**config.mk**
```make
export PLATFORM = sky130hd
export DESIGN_NAME = ccs_charger_ctrl
export DESIGN_NICKNAME = d
export VERILOG_FILES = /design/src/rtl/ccs_pkg.sv /design/src/rtl/ccs_charger_ctrl.sv
export SDC_FILE = /design/constraint.sdc
export NUM_CORES = 1
export LEC_CHECK = 0
export BUFFER_PORTS_ARGS = -buffer_cell sky130_fd_sc_hd__buf_4
export CAP_MARGIN = 0
export CORE_AREA = 4 4 117 119
export DETAILED_ROUTE_END_ITERATION = 8
export DIE_AREA = 0 0 121 123
export PLACE_DENSITY = 0.82
export SYNTH_ARGS = -nofsm -noshare
export SYNTH_HDL_FRONTEND = slang
export SYNTH_SLANG_ARGS = --single-unit
```
**constraint.sdc**
```tcl
create_clock -name clk -period 6.3 [get_ports clk]
set_input_delay 0 -clock clk [delete_from_list [all_inputs] [get_ports clk]]
set_output_delay 0 -clock clk [all_outputs]
set_load 0.02 [all_outputs]
```
**src/rtl/ccs_pkg.sv**
```systemverilog
package ccs_pkg;

  // clock and time base
  localparam int unsigned CLK_HZ      = 20_000_000;
  localparam int unsigned CYC_PER_US  = CLK_HZ / 1_000_000;
  localparam int unsigned TICK_US     = 1000;
  localparam int unsigned TICK_CYC    = CYC_PER_US * TICK_US;
  localparam int unsigned PULSE_US    = 128;
  localparam int unsigned PULSE_CYC   = CYC_PER_US * PULSE_US;
  localparam int unsigned T32_S       = 32;
  localparam int unsigned T32_TICKS   = T32_S * 1_000_000 / TICK_US;
  localparam int unsigned T15_MIN     = 15;
  localparam int unsigned T15_TICKS   = T15_MIN * 60 * 1_000_000 / TICK_US;

  // register byte offsets
  localparam logic [7:0] OFS_CTRL   = 8'h00;
  localparam logic [7:0] OFS_CHG    = 8'h04;
  localparam logic [7:0] OFS_SAFE   = 8'h08;
  localparam logic [7:0] OFS_STATE  = 8'h0c;
  localparam logic [7:0] OFS_EVT    = 8'h10;
  localparam logic [7:0] OFS_MASK   = 8'h14;

  // control register fields
  localparam int CTRL_TERM_EN   = 0;
  localparam int CTRL_STAT_EN   = 1;
  localparam int CTRL_PIN_EN    = 2;
  localparam int CTRL_PIN_POL   = 3;
  localparam int CTRL_BOOST     = 4;
  localparam int CTRL_MODE15    = 5;
  localparam int CTRL_TMR_RST   = 6;
  localparam int CTRL_HIZ       = 7;
  localparam int CTRL_CAP_500   = 8;
  localparam int CTRL_W         = 9;
  localparam logic [8:0] CTRL_RST = 9'h00f;

  // charge setting fields: [3:0] current, [7:4] voltage, [10:8] termination level
  localparam int CHG_W          = 11;
  localparam logic [10:0] CHG_RST = 11'h000;

  // safety limits: [3:0] current ceiling, [7:4] voltage ceiling
  localparam int SAFE_W         = 8;
  localparam logic [7:0] SAFE_RST = 8'h00;

  // event bits, shared by status and mask
  localparam int EV_DONE        = 0;
  localparam int EV_FAULT       = 1;
  localparam int EV_EXPIRE      = 2;
  localparam int EV_RECHG       = 3;
  localparam int EV_NOSUP       = 4;
  localparam int EV_W           = 5;
  localparam logic [4:0] MASK_RST = 5'h00;

  // synchronised pin indices
  localparam int PIN_SLC        = 0;
  localparam int PIN_DIS        = 1;
  localparam int PIN_BOOST      = 2;
  localparam int PIN_SUPPLY     = 3;
  localparam int PIN_COND_OK    = 4;
  localparam int PIN_AT_CV      = 5;
  localparam int PIN_AT_TERM    = 6;
  localparam int PIN_RECHG      = 7;
  localparam int PIN_HOT        = 8;
  localparam int PIN_FAULT      = 9;
  localparam int NPIN           = 10;

  typedef enum logic [2:0] {
    ST_OFF   = 3'b000,
    ST_COND  = 3'b001,
    ST_CC    = 3'b010,
    ST_CV    = 3'b011,
    ST_DONE  = 3'b100,
    ST_DIS   = 3'b101,
    ST_FAULT = 3'b110
  } ccs_state_t;

endpackage

```
**src/rtl/ccs_charger_ctrl.sv**
```systemverilog
// Operation
// - limit input low: defaults, limit writes ignored
// - limit input high: writable until other write
// - disable high stops charge, rails high impedance
// - fifteen-minute mode: disable resets safety timer
// - thirty-two-second mode: disable keeps timer running
// - after the first control write, active boost pin forces boost, overrides software
// - software disables pin, selects pin polarity
// - after reset pin selects input current cap
// - status pulled low while charging and during the fault pulse
// - fault gives one 128 us status pulse
// - status enable bit cleared keeps pin released
// - phases run conditioning, constant current, voltage
// - terminate at selected current when enabled
// - restart charge when battery below recharge
// - supply loss enters sleep or high impedance
// - hot junction lowers commanded charge current
// - safety timer kept alive by host reset
//
// Added by the designer: the APB register port and the address map.
`timescale 1ns/1ps
module ccs_charger_ctrl
  import ccs_pkg::*;
#(
  parameter int unsigned TICK_CYCLES = TICK_CYC
) (
  // clock and reset
  input  wire logic        clk,
  input  wire logic        sys_rst,
  // apb slave
  input  wire logic        psel,
  input  wire logic        penable,
  input  wire logic        pwrite,
  input  wire logic [7:0]  paddr,
  input  wire logic [31:0] pwdata,
  output logic [31:0]      prdata,
  output logic             pready,
  output logic             pslverr,
  // control pins
  input  wire logic        safety_limit_ctrl_n,
  input  wire logic        charge_disable_in,
  input  wire logic        boost_enable_pin,
  // analog indications
  input  wire logic        supply_present,
  input  wire logic        batt_cond_done,
  input  wire logic        batt_at_cv,
  input  wire logic        current_at_term,
  input  wire logic        batt_below_rechg,
  input  wire logic        junction_hot,
  input  wire logic        fault_in,
  // power stage commands
  output logic             charge_en,
  output logic [2:0]       charge_phase,
  output logic [3:0]       charge_current_cmd,
  output logic [3:0]       charge_voltage_cmd,
  output logic [2:0]       term_level,
  output logic             boost_mode,
  output logic             input_current_cap,
  output logic             high_impedance_select,
  output logic             sleep_mode,
  // status pin, open drain
  output logic             stat_o,
  output logic             stat_oe,
  // interrupt
  output logic             irq
);

  // two-stage synchronisers for every outside level
  logic [NPIN-1:0] pin_raw;
  logic [NPIN-1:0] pin_s1;
  logic [NPIN-1:0] pin_s;

  assign pin_raw[PIN_SLC]     = safety_limit_ctrl_n;
  assign pin_raw[PIN_DIS]     = charge_disable_in;
  assign pin_raw[PIN_BOOST]   = boost_enable_pin;
  assign pin_raw[PIN_SUPPLY]  = supply_present;
  assign pin_raw[PIN_COND_OK] = batt_cond_done;
  assign pin_raw[PIN_AT_CV]   = batt_at_cv;
  assign pin_raw[PIN_AT_TERM] = current_at_term;
  assign pin_raw[PIN_RECHG]   = batt_below_rechg;
  assign pin_raw[PIN_HOT]     = junction_hot;
  assign pin_raw[PIN_FAULT]   = fault_in;

  genvar gi;
  generate
    for (gi = 0; gi < NPIN; gi++) begin : g_sync
      always_ff @(posedge clk or posedge sys_rst) begin
        if (sys_rst) begin
          pin_s1[gi] <= 1'b0;
          pin_s[gi]  <= 1'b0;
        end else begin
          pin_s1[gi] <= pin_raw[gi];
          pin_s[gi]  <= pin_s1[gi];
        end
      end
    end
  endgenerate

  wire slc_high  = pin_s[PIN_SLC];
  wire dis       = pin_s[PIN_DIS];
  wire supply_ok = pin_s[PIN_SUPPLY];

  // registers
  logic [CTRL_W-1:0] ctrl;
  logic [CHG_W-1:0]  chg;
  logic [SAFE_W-1:0] safe;
  logic [EV_W-1:0]   evt;
  logic [EV_W-1:0]   mask;
  logic              safe_locked;
  logic              cfg_taken;
  ccs_state_t        state;
  ccs_state_t        next_state;

  // apb decode; zero wait states, so every access phase completes
  wire acc      = psel && penable;
  wire setup    = psel && !penable;
  wire hit_ctrl = (paddr == OFS_CTRL);
  wire hit_chg  = (paddr == OFS_CHG);
  wire hit_safe = (paddr == OFS_SAFE);
  wire hit_st   = (paddr == OFS_STATE);
  wire hit_evt  = (paddr == OFS_EVT);
  wire hit_mask = (paddr == OFS_MASK);
  wire mapped   = hit_ctrl | hit_chg | hit_safe | hit_st | hit_evt | hit_mask;
  wire wr       = acc && pwrite && mapped;
  wire rd_evt   = acc && !pwrite && hit_evt;
  wire wr_ctrl  = wr && hit_ctrl;
  wire wr_chg   = wr && hit_chg;
  wire wr_mask  = wr && hit_mask;
  wire wr_other = wr && !hit_safe;
  wire tmr_kick = wr_ctrl && pwdata[CTRL_TMR_RST];
  wire safe_ok  = slc_high && !safe_locked;
  wire wr_safe  = wr && hit_safe && safe_ok;

  assign pready  = 1'b1;
  assign pslverr = acc && !mapped;

  // safety timer: millisecond tick enable and tick counter
  logic [31:0] presc;
  logic [19:0] tmr;
  logic        expire;
  wire         tick      = (presc == TICK_CYCLES - 1);
  wire         mode15    = ctrl[CTRL_MODE15];
  wire [19:0]  tmr_limit = mode15 ? 20'(T15_TICKS - 1) : 20'(T32_TICKS - 1);
  wire         charging  = (state == ST_COND) || (state == ST_CC) || (state == ST_CV);
  wire         tmr_run   = charging || (state == ST_DIS);
  wire         tmr_clr   = tmr_kick || !tmr_run || (mode15 && dis);
  wire         tmr_hit   = tick && tmr_run && !tmr_clr && (tmr == tmr_limit);

  // prescaler free-runs so the tick spacing never depends on traffic
  always_ff @(posedge clk or posedge sys_rst) begin
    if (sys_rst) begin
      presc <= 32'h0000_0000;
    end else begin
      presc <= tick ? 32'h0000_0000 : presc + 32'h0000_0001;
    end
  end

  // in 32 s mode the disable level is not a clear term, so it keeps counting
  always_ff @(posedge clk or posedge sys_rst) begin
    if (sys_rst) begin
      tmr    <= 20'h00000;
      expire <= 1'b0;
    end else begin
      expire <= tmr_hit;
      if (tmr_clr || tmr_hit) begin
        tmr <= 20'h00000;
      end else if (tick) begin
        tmr <= tmr + 20'h00001;
      end
    end
  end

  // control register; expiry puts control and charge settings back to defaults
  always_ff @(posedge clk or posedge sys_rst) begin
    if (sys_rst) begin
      ctrl      <= CTRL_RST;
      chg       <= CHG_RST;
      cfg_taken <= 1'b0;
    end else if (expire) begin
      ctrl      <= CTRL_RST;
      chg       <= CHG_RST;
      cfg_taken <= 1'b0;
    end else begin
      if (wr_ctrl) begin
        ctrl                <= pwdata[CTRL_W-1:0];
        ctrl[CTRL_TMR_RST]  <= 1'b0;
        cfg_taken           <= 1'b1;
      end
      if (wr_chg) begin
        chg <= pwdata[CHG_W-1:0];
      end
    end
  end

  // safety limits and their lock
  always_ff @(posedge clk or posedge sys_rst) begin
    if (sys_rst) begin
      safe        <= SAFE_RST;
      safe_locked <= 1'b0;
    end else if (!slc_high) begin
      safe        <= SAFE_RST;
      safe_locked <= 1'b0;
    end else begin
      if (wr_safe) begin
        safe <= pwdata[SAFE_W-1:0];
      end
      if (wr_other) begin
        safe_locked <= 1'b1;
      end
    end
  end

  // charge sequencer
  always_comb begin
    next_state = state;
    case (state)
      ST_OFF:   if (supply_ok) next_state = dis ? ST_DIS : ST_COND;
      ST_COND:  if (pin_s[PIN_COND_OK]) next_state = ST_CC;
      ST_CC:    if (pin_s[PIN_AT_CV]) next_state = ST_CV;
      ST_CV: begin
        if (ctrl[CTRL_TERM_EN] && pin_s[PIN_AT_TERM]) begin
          next_state = ST_DONE;
        end
      end
      ST_DONE:  if (pin_s[PIN_RECHG]) next_state = ST_COND;
      ST_DIS:   if (!dis) next_state = ST_COND;
      ST_FAULT: if (tmr_kick) next_state = ST_COND;
      default:  next_state = ST_OFF;
    endcase
    // priority: supply loss, then disable, then faults
    if (!supply_ok) begin
      next_state = ST_OFF;
    end else if (dis && state != ST_OFF && state != ST_FAULT) begin
      next_state = ST_DIS;
    end else if ((expire || pin_s[PIN_FAULT]) && state != ST_FAULT) begin
      next_state = ST_FAULT;
    end
  end

  always_ff @(posedge clk or posedge sys_rst) begin
    if (sys_rst) begin
      state <= ST_OFF;
    end else begin
      state <= next_state;
    end
  end

  wire enter_fault = (next_state == ST_FAULT) && (state != ST_FAULT);
  wire enter_done  = (next_state == ST_DONE) && (state != ST_DONE);
  wire rechg_start = (state == ST_DONE) && (next_state == ST_COND);
  wire lost_supply = (state != ST_OFF) && (next_state == ST_OFF);

  // fault pulse on the status pin, fixed length from entry
  logic [11:0] pulse_cnt;
  wire         pulse_on = (pulse_cnt != 12'h000);

  always_ff @(posedge clk or posedge sys_rst) begin
    if (sys_rst) begin
      pulse_cnt <= 12'h000;
    end else if (enter_fault) begin
      pulse_cnt <= 12'(PULSE_CYC);
    end else if (pulse_on) begin
      pulse_cnt <= pulse_cnt - 12'h001;
    end
  end

  // sticky events; a read clears only the bits it returned, so an event that
  // lands between the setup capture and the access edge is not lost
  wire [EV_W-1:0] ev_now = {lost_supply, rechg_start, expire, enter_fault, enter_done};

  always_ff @(posedge clk or posedge sys_rst) begin
    if (sys_rst) begin
      evt  <= '0;
      mask <= MASK_RST;
    end else begin
      evt <= (rd_evt ? (evt & ~prdata[EV_W-1:0]) : evt) | ev_now;
      if (wr_mask) begin
        mask <= pwdata[EV_W-1:0];
      end
    end
  end

  assign irq = |(evt & mask);

  // boost pin handling
  wire pin_active  = ctrl[CTRL_PIN_EN] && (pin_s[PIN_BOOST] == ctrl[CTRL_PIN_POL]);
  wire next_boost  = cfg_taken && (pin_active || ctrl[CTRL_BOOST]);
  wire next_cap    = cfg_taken ? ctrl[CTRL_CAP_500] : pin_s[PIN_BOOST];

  // commanded current is capped by the safety limit, halved when hot
  wire [3:0] ilim    = safe[3:0];
  wire [3:0] vlim    = safe[7:4];
  wire [3:0] i_capd  = (chg[3:0] > ilim) ? ilim : chg[3:0];
  wire [3:0] v_capd  = (chg[7:4] > vlim) ? vlim : chg[7:4];
  wire [3:0] i_cmd   = pin_s[PIN_HOT] ? {1'b0, i_capd[3:1]} : i_capd;
  wire       next_hz = dis || ctrl[CTRL_HIZ];

  // status pin drives low only; released means output enable low
  wire stat_pull = ctrl[CTRL_STAT_EN] && (charging || pulse_on);

  // registered power stage and pin outputs
  always_ff @(posedge clk or posedge sys_rst) begin
    if (sys_rst) begin
      charge_en             <= 1'b0;
      charge_phase          <= ST_OFF;
      charge_current_cmd    <= 4'h0;
      charge_voltage_cmd    <= 4'h0;
      term_level            <= 3'h0;
      boost_mode            <= 1'b0;
      input_current_cap     <= 1'b0;
      high_impedance_select <= 1'b0;
      sleep_mode            <= 1'b1;
      stat_oe               <= 1'b0;
    end else begin
      charge_en             <= charging;
      charge_phase          <= state;
      charge_current_cmd    <= charging ? i_cmd : 4'h0;
      charge_voltage_cmd    <= v_capd;
      term_level            <= chg[10:8];
      boost_mode            <= next_boost;
      input_current_cap     <= next_cap;
      high_impedance_select <= next_hz;
      sleep_mode            <= (state == ST_OFF) && !next_hz;
      stat_oe               <= stat_pull;
    end
  end

  assign stat_o = 1'b0;

  // read data is captured in the setup cycle so it is stable for the access
  wire [31:0] rd_mux =
      hit_ctrl ? 32'(ctrl) :
      hit_chg  ? 32'(chg) :
      hit_safe ? 32'(safe) :
      hit_st   ? 32'({cfg_taken, safe_locked, state}) :
      hit_evt  ? 32'(evt) :
      hit_mask ? 32'(mask) : 32'h0000_0000;

  always_ff @(posedge clk or posedge sys_rst) begin
    if (sys_rst) begin
      prdata <= 32'h0000_0000;
    end else if (setup && !pwrite) begin
      prdata <= rd_mux;
    end
  end

endmodule

```
==> out/qor.txt, run 1 <==
Commonest non-fill, non-tap cell in the layout -> dfrtp_1
Worst r2r dst -> pulse_cnt[4]$_DFFE_PP0P_
Sequential share of the synthesized area -> 53.3%
Synth Area in Adders -> 1.85%
Clock Pin Slew Worst Setup and Hold Paths -> 60 ps
Worst-Skew Late Latency -> 430 ps
Worst slew pin tran -> 922 ps
R2r worst-path depth -> 6
Outcome -> finished, final reports clean
Worst Setup SP -> paddr[6]
Part of the power in combinational logic -> 10.6%
RSZ-0062 raised after global routing -> false
Mux cell area share after synthesis -> 4.88%
Area Overhead vs Synth -> 19.1%
Initial core utilization -> 59.2%
Final hold violation count -> 0
Initial antenna violation count -> 0
Total Nets Final -> 866
DRT Pass-1 Iters -> 5
FF-to-FF Start -> state[2]$_DFF_PP0_
Main combinational cell family by area after synthesis -> simple AND/OR/NAND/NOR gates
Wl on met1 -> 6850 microns
Port bufs -> 66
Routed wl met3 -> 1040 microns
Seq pwr share -> 45.4%
Power, Total -> 2480 uW
Vias per cell -> 5.80
Clk root buf -> clkbuf_16
CTS H-tree lvls -> 4
Cells after Synth -> 708
DRT antenna net count -> 0
LEAKAGE -> 0.00403 uW
GRT Total Usage -> 25.3%
CTS Buf Count -> 17
Worst Path Max Fanout -> 10
Switching part of the total -> 24.3%
Hold Worst Slack -> 49.8 ps
Finish-stage setup viols -> 0
Post-synthesis compound-gate area fraction -> 8.01%
Hold crit path type -> input port to flop
Bufs on Longest Clock Path -> 2
Die footprint -> 0.0149 sq mm
I/O pin cnt -> 111
CP Class -> input port to flop
Routed WL per cell -> 17.7 microns
P per Cell Area -> 280 mW/mm^2
Clock tree sinks -> 158
Simple-gate portion of the synthesized area -> 21.0%
Post-Route Setup TNS -> 0 ps
DRC Markers -> 0
Xor and xnor area share after synthesis -> 6.60%
Async S/R FF share, synth -> 100%
Worst Path Required -> 6600 ps
Max frequency -> 385 MHz
Number of DRC markers in iteration 0 -> 529
Post-synth cell types -> 61
Switch Pwr -> 602 uW
P_int -> 1870 uW
Dpl hpwl -> 11800 microns
CTS tree -> done
Fillers -> 875
# rows -> 41
Die Span Y -> 123 microns
Ys Warns -> 0
Clk_skew -> 6.20 ps
RD Place Congestion -> 0.899
Post-synth EDFFs -> 0
Total global routing overflow -> 0
# diodes -> 0
Mapped Avg Cell Area -> 10.5 sq um
Top sig layer -> met4
Global-route wire length before repair -> 29300 microns
Critical Path AT -> 2900 ps
Rel. slew slack -> 38.0%
Die width -> 121 microns
Via count -> 5715
Maximum VDD drop -> 0.193 mV
Core area -> 0.0126 sq mm
Reg2Reg Setup Slack -> 3710 ps
Yosys reg bits -> 158
Most frequent cells in the layout -> dfrtp_1, nand2_1, nor2_1, buf_4, nand3_1
Largest net degree at the start of global routing -> 106
Netlist Area Pre-Place -> 0.00744 sq mm
Total wire length -> 17400 microns
Total of max-cap violations -> 0
Share of post-route cells with drive strength above 1 -> 16.4%
Worst Setup EP -> safe[7]$_DFFE_PP0P_
Final Critical Period -> 2600 ps
Crit path capture type -> flop
Clock share of power -> 44.0%
Predominant post-synthesis flop cell -> dfrtp_1
Slew Viols, Final -> 0
Vias in the first global route -> 5855
Startpoint Class -> input port
Routed wl met2 -> 9050 microns
Period utilisation layout -> 41.2%
[state kept, by name (all words and copies together) (netlist names), 5 cells and up]
signal,cells
chg,11
ctrl,8
evt,5
mask,5
pin_s,7
pin_s1,10
prdata,11
presc,32
pulse_cnt,12
safe,8
tmr,20
[through the flow]
step	area, sq um	utilization, %	setup slack [ps]	cells
floorplan	7510	-	2050	729
global route	8850	70.5	3470	985
finish	8850	70.5	3700	985
CTS	8850	70.5	3720	985
detailed placement	7990	63.6	3430	930
global placement	7990	63.6	3470	930
[synthesized netlist by cell type, drive strengths merged, types with 3 or more instances]
| master | n | share of area (%) |
|---|---|---|
| inv | 15 | 0.76 |
| and2 | 8 | 0.67 |
| o21ai | 12 | 0.81 |
| nor3 | 16 | 1.1 |
| o21a | 6 | 0.61 |
| nand3 | 32 | 2.2 |
| or3 | 8 | 0.69 |
| clkbuf | 13 | 0.79 |
| mux4 | 3 | 0.91 |
| and3 | 8 | 0.67 |
| nor3b | 7 | 0.84 |
| nor2b | 17 | 1.4 |
| nand2 | 85 | 4.3 |
| dfstp | 5 | 1.8 |
| a21oi | 29 | 2.0 |
| nor4 | 15 | 1.4 |
| or2 | 5 | 0.42 |
| nand3b | 5 | 0.50 |
| a21o | 7 | 0.71 |
| and4 | 5 | 0.59 |
| mux2 | 12 | 1.8 |
| xor2 | 28 | 3.3 |
| a2bb2oi | 4 | 0.47 |
| a221oi | 9 | 1.1 |
| nand4 | 16 | 1.3 |
| ha | 11 | 1.9 |
| nor2 | 69 | 3.5 |
| nand2b | 3 | 0.25 |
| xnor2 | 28 | 3.3 |
| dfrtp | 153 | 51 |
| mux2i | 16 | 2.2 |
| buf | 27 | 2.7 |
| a22oi | 3 | 0.30 |
[power groups by stage]
stage,clock network [uW],registers (uW),logic [uW]
6_report,1090,1120,263
5_1_grt,1150,1130,297
4_1_cts,1100,1120,265
3_5_place_dp,0,1140,251
3_3_place_gp,0,1130,238
2_1_floorplan,0,1130,183
[cell families (layout without fill, tap and decap cells)]
group	after synthesis	in the layout
AND/OR/NAND/NOR	307	307
XOR/XNOR	56	56
multiplexers	31	31
AO/OA/AOI/OAI	88	88
flip-flops	158	158
buffers and inverters	55	139
adder cells (fa/ha/maj)	11	11
other	2	23
[how the worst min path moves through the flow]
stage / from / to / slack (ps) / cells past startpoint
floorplan: safety_limit_ctrl_n / pin_s1[0]$_DFF_PP0_ / 30 / 0
global placement: boost_enable_pin / pin_s1[2]$_DFF_PP0_ / 110 / 1
detailed placement: batt_at_cv / pin_s1[5]$_DFF_PP0_ / 110 / 1
CTS: paddr[4] / prdata[8]$_DFFE_PP0P_ / 30 / 3
global route: paddr[4] / prdata[8]$_DFFE_PP0P_ / 80 / 3
finish: paddr[4] / prdata[8]$_DFFE_PP0P_ / 50 / 3
[worst max-delay path, stage by stage]
cell and delay, ps:
buf_4 110, or4_4 560, or2_1 390, nor4b_4 560
nor3b_2 840, mux2i_1 340, nor2b_1 100
[final cells by class]
class	instances	area (sq um)	area share [%]
tap	172	215	2.43
timing repair buffer	92	748	8.45
clock buffer	22	474	5.36
clock inverter	10	160	1.81
multi-input combinational	516	3240	36.5
inverter	15	61.3	0.692
sequential	158	3960	44.7
[per-layer routing]
metal	global-route usage, %	up-vias
li1	-	2624
met4	10.8	0
met2	43.5	201
met3	6.04	40
met5	0	-
met1	30.8	2850
[timing repair]
item                                    4_1_cts  5_1_grt
hold buffers                                 23        0
buffers inserted                              0        0
endpoints found under the setup margin        0        0
gates resized for setup                       0        0
endpoints found under the hold margin       144        0
(Power assumes the default switching activity.)
==> run 2, diff against run 1 <==
--- a/config.mk
+++ b/config.mk
@@ -5,12 +5,13 @@
 export SDC_FILE = /design/constraint.sdc
 export NUM_CORES = 1
 export LEC_CHECK = 0
+export ABC_AREA = 1
 export BUFFER_PORTS_ARGS = -buffer_cell sky130_fd_sc_hd__buf_4
 export CAP_MARGIN = 0
-export CORE_AREA = 4 4 117 119
+export CORE_AREA = 4 4 123 125
 export DETAILED_ROUTE_END_ITERATION = 8
-export DIE_AREA = 0 0 121 123
-export PLACE_DENSITY = 0.82
+export DIE_AREA = 0 0 127 129
+export PLACE_DENSITY = 0.79
 export SYNTH_ARGS = -nofsm -noshare
 export SYNTH_HDL_FRONTEND = slang
 export SYNTH_SLANG_ARGS = --single-unit
==> constraint.sdc (replaced) <==
create_clock -name clk -period 2.47 [get_ports clk]
set_input_delay 0 -clock clk [delete_from_list [all_inputs] [get_ports clk]]
set_output_delay 0 -clock clk [all_outputs]
set_load 0.02 [all_outputs]
==> out/qor.txt, run 2 <==
Placed insts -> 1195 (+28%)
Worst Setup SP -> presc[0]$_DFF_PP0_
Netlist Area Pre-Place -> 0.00802 sq mm (+7.9%)
Initial core utilization -> 57.8% (-1.4 points)
# diodes -> 0 (unchanged)
Period utilisation layout -> 87.1%
CP Buf/Inv Count -> 3 (+2)
Total wire length -> 18800 microns (+8.0%)
Outcome -> finished, final reports clean
Rel. slew slack -> 45.0% (+7.0 points)
Power, Total -> 6270 uW (+150%)
CTS Buf Count -> 17 (unchanged)
Startpoint Class -> flop
Finished layout cell area -> 0.00948 sq mm (+7.1%)
Share of the synthesized area in the top cell type -> 47.7% (-3.8 points)
Maximum VDD drop -> 0.496 mV (+160%)
DRT Pass-1 Iters -> 5 (unchanged)
Vias per cell -> 5.44 (-6.2%)
Largest net degree at the start of global routing -> 159 (+50%)
Vias in the first global route -> 6643 (+13%)
Max frequency -> 465 MHz
Footprint of the multi-input gates -> 0.00329 sq mm (+1.8%)
Total Nets Final -> 1123 (+30%)
Final Critical Period -> 2150 ps
CP Class -> flop to flop
Area after DPL -> 0.00866 sq mm (+8.4%)
Clk root buf -> clkbuf_16
GRT Total Usage -> 24.0% (-1.4 points)
Commonest non-fill, non-tap cell in the layout -> inv_1
Die width -> 127 microns (+5.0%)
Hold crit path type -> input port to flop
Crit path capture type -> flop
Synth top cells by count -> inv_1, nand2_1, dfrtp_1
Sequential share of the synthesized area -> 49.4% (-3.9 points)
Die Span Y -> 129 microns (+4.9%)
Hold Startpoint -> pwrite
Port bufs -> 66 (unchanged)
Slew Viols, Final -> 0 (unchanged)
Mapped Avg Cell Area -> 8.42 sq um (-20%)
RSZ-0062 raised after global routing -> false
Async S/R FF share, synth -> 100% (unchanged)
DRC Markers -> 0 (unchanged)
Ys Warns -> 0 (unchanged)
# rows -> 43 (+4.9%)
Area contributors post-synth -> dfrtp_1, inv_1, nand2_1
Register area -> 0.00396 sq mm (unchanged)
Via count -> 6801 (+19%)
Area Overhead vs Synth -> 18.2%
RD Place Congestion -> 0.911 (+1.3%)
Post-Route Setup TNS -> 0 ps (unchanged)
Max incr delay on CP -> 410 ps (-430 ps)
Bufs on Longest Clock Path -> 2 (unchanged)
Post-synth top area cell -> dfrtp_1
Die footprint -> 0.0164 sq mm (+10%)
Worst-Skew Late Latency -> 420 ps (about the same)
Critical Path AT -> 2470 ps (-430 ps)
Top-count cell post-synth -> inv_1
Largest registers -> presc x32, tmr x20, pulse_cnt x12
Clock Pin Slew Worst Setup and Hold Paths -> 70 ps (about the same)
Most flops, register -> presc
Total global routing overflow -> 0 (unchanged)
Worst Path Required -> 2790 ps (-3810 ps)
Most frequent cells in the layout -> inv_1, nand2_1, dfrtp_1
Predominant post-synthesis flop cell -> dfrtp_1
Global-route wire length before repair -> 31500 microns (+7.4%)
Number of DRC markers in iteration 0 -> 659 (+25%)
Post-synth cell types -> 51 (-16%)
Post-synth EDFFs -> 0 (unchanged)
Routed WL per cell -> 15.0 microns (-15%)
Fillers -> 1079 (+23%)
Worst slew pin tran -> 826 ps (-96.9 ps)
Worst Path Max Fanout -> 4 (-6)
Yosys reg bits -> 158 (unchanged)
Max reg flops -> 32 (unchanged)
I/O pin cnt -> 111 (unchanged)
Critical path's slowest cell -> dfrtp_1
Finish-stage setup viols -> 0 (unchanged)
Final hold violation count -> 0 (unchanged)
Clk_skew -> 6.68 ps (+0.477 ps)
Dpl hpwl -> 13300 microns (+13%)
CP Cell Sequence -> ha_1, nand2_1, nor2_4, nand2_1, nor2_4, nand3_2, inv_2, nand4_1, buf_4, o21ai_0, a21o_1, inv_1
CP delay by family, top -> simple AND/OR/NAND/NOR gates
Cells after Synth -> 952 (+34%)
CTS tree -> done
Share of post-route cells with drive strength above 1 -> 14.1% (-2.2 points)
P per Cell Area -> 661 mW/mm^2 (+140%)
CTS H-tree lvls -> 4 (unchanged)
DRT antenna net count -> 0 (unchanged)
Core area -> 0.0139 sq mm (+10%)
Clock tree sinks -> 158 (unchanged)
LEAKAGE -> 0.00462 uW (+15%)
Non-Filler Instances -> 1250 (+27%)
Initial antenna violation count -> 0 (unchanged)
Total of max-cap violations -> 0 (unchanged)
FF-to-FF Start -> presc[0]$_DFF_PP0_
[run 2: changes by cell type after synthesis, moves of 19 or more]
| cell | previous run | this run |
|---|---|---|
| nand2_1 | 85 | 156 |
| nand4_1 | 16 | 35 |
| nor2_1 | 69 | 103 |
| o21ai_0 | 12 | 59 |
| xnor2_1 | 28 | 7 |
| o22ai_1 | 2 | 30 |
| inv_1 | 15 | 165 |
[run 2: metal layers]
metal	share of wire [%]	track usage, %	vias to the layer above
li1	-	-	3282
met1	41	30.3	3204
met2	50	41.0	269
met3	6.3	5.06	46
met4	2.6	8.58	0
met5	0	0	-
[run 2: cell type report]
class | instances | share of cell area (%)
sequential | 158 | 41.8
multi-input combinational | 616 | 34.8
timing repair buffer | 94 | 8.16
inverter | 170 | 6.77
clock buffer | 17 | 4.49
tap | 180 | 2.38
clock inverter | 15 | 1.68
[run 2: worst reg2reg max path: cells and delay by family (launching register included)]
kind | cells | cell delay [ps]
flip-flops | 1 | 410
adder cells (fa/ha/maj) | 1 | 180
AO/OA/AOI/OAI | 2 | 250
buffers and inverters | 3 | 330
AND/OR/NAND/NOR | 6 | 870
[run 2: report_power, final]
group	internal, uW	switching [uW]	leakage [uW]
Combinational	309	488	0.00235
Clock	1510	1100	0.000287
Sequential	2740	121	0.00199
Total	4560	1710	0.00462
[run 2: worst paths after layout]
| check | cells after the start | end | slack (ps) |
|---|---|---|---|
| max in group asynchronous | 4 | pin_s1[2]$_DFF_PP0_ | 1480 |
| hold / removal | 4 | prdata[8]$_DFFE_PP0P_ | 50 |
| setup / recovery | 12 | presc[22]$_DFF_PP0_ | 320 |
| hold reg to reg | 0 | supply_ok$_DFF_PP0_ | 350 |
| setup reg to reg | 12 | presc[22]$_DFF_PP0_ | 320 |
| min in group asynchronous | 4 | chg[9]$_DFFE_PP0P_ | 360 |
[run 2: logic make-up after synthesis]
| family | count (synthesis) | synth area share [%] |
|---|---|---|
| xor+xnor | 30 | 3.28 |
| fa+ha+maj | 11 | 1.72 |
| simple gates | 409 | 24.4 |
| flops | 158 | 49.4 |
| compound gates | 143 | 10.5 |
| other cells | 2 | 0.0936 |
| buf+inv | 199 | 10.6 |
[run 2: metrics by stage]
stage | utilization, % | hold WS (ps) | setup slack (ps)
4_1_cts | 68.2 | 38.0 | 281
6_report | 68.3 | 51.1 | 318
3_3_place_gp | 62.4 | 110 | 386
2_1_floorplan | - | 31.4 | 473
3_5_place_dp | 62.4 | 110 | 324
5_1_grt | 68.3 | 56.1 | 26.5
[run 2: repair_timing]
item | CTS | global route
hold buffers | 22 | 0
gates resized for setup | 0 | 2
setup endpoints to repair | 0 | 1
endpoints found under the hold margin | 194 | 0
buffers inserted | 0 | 1
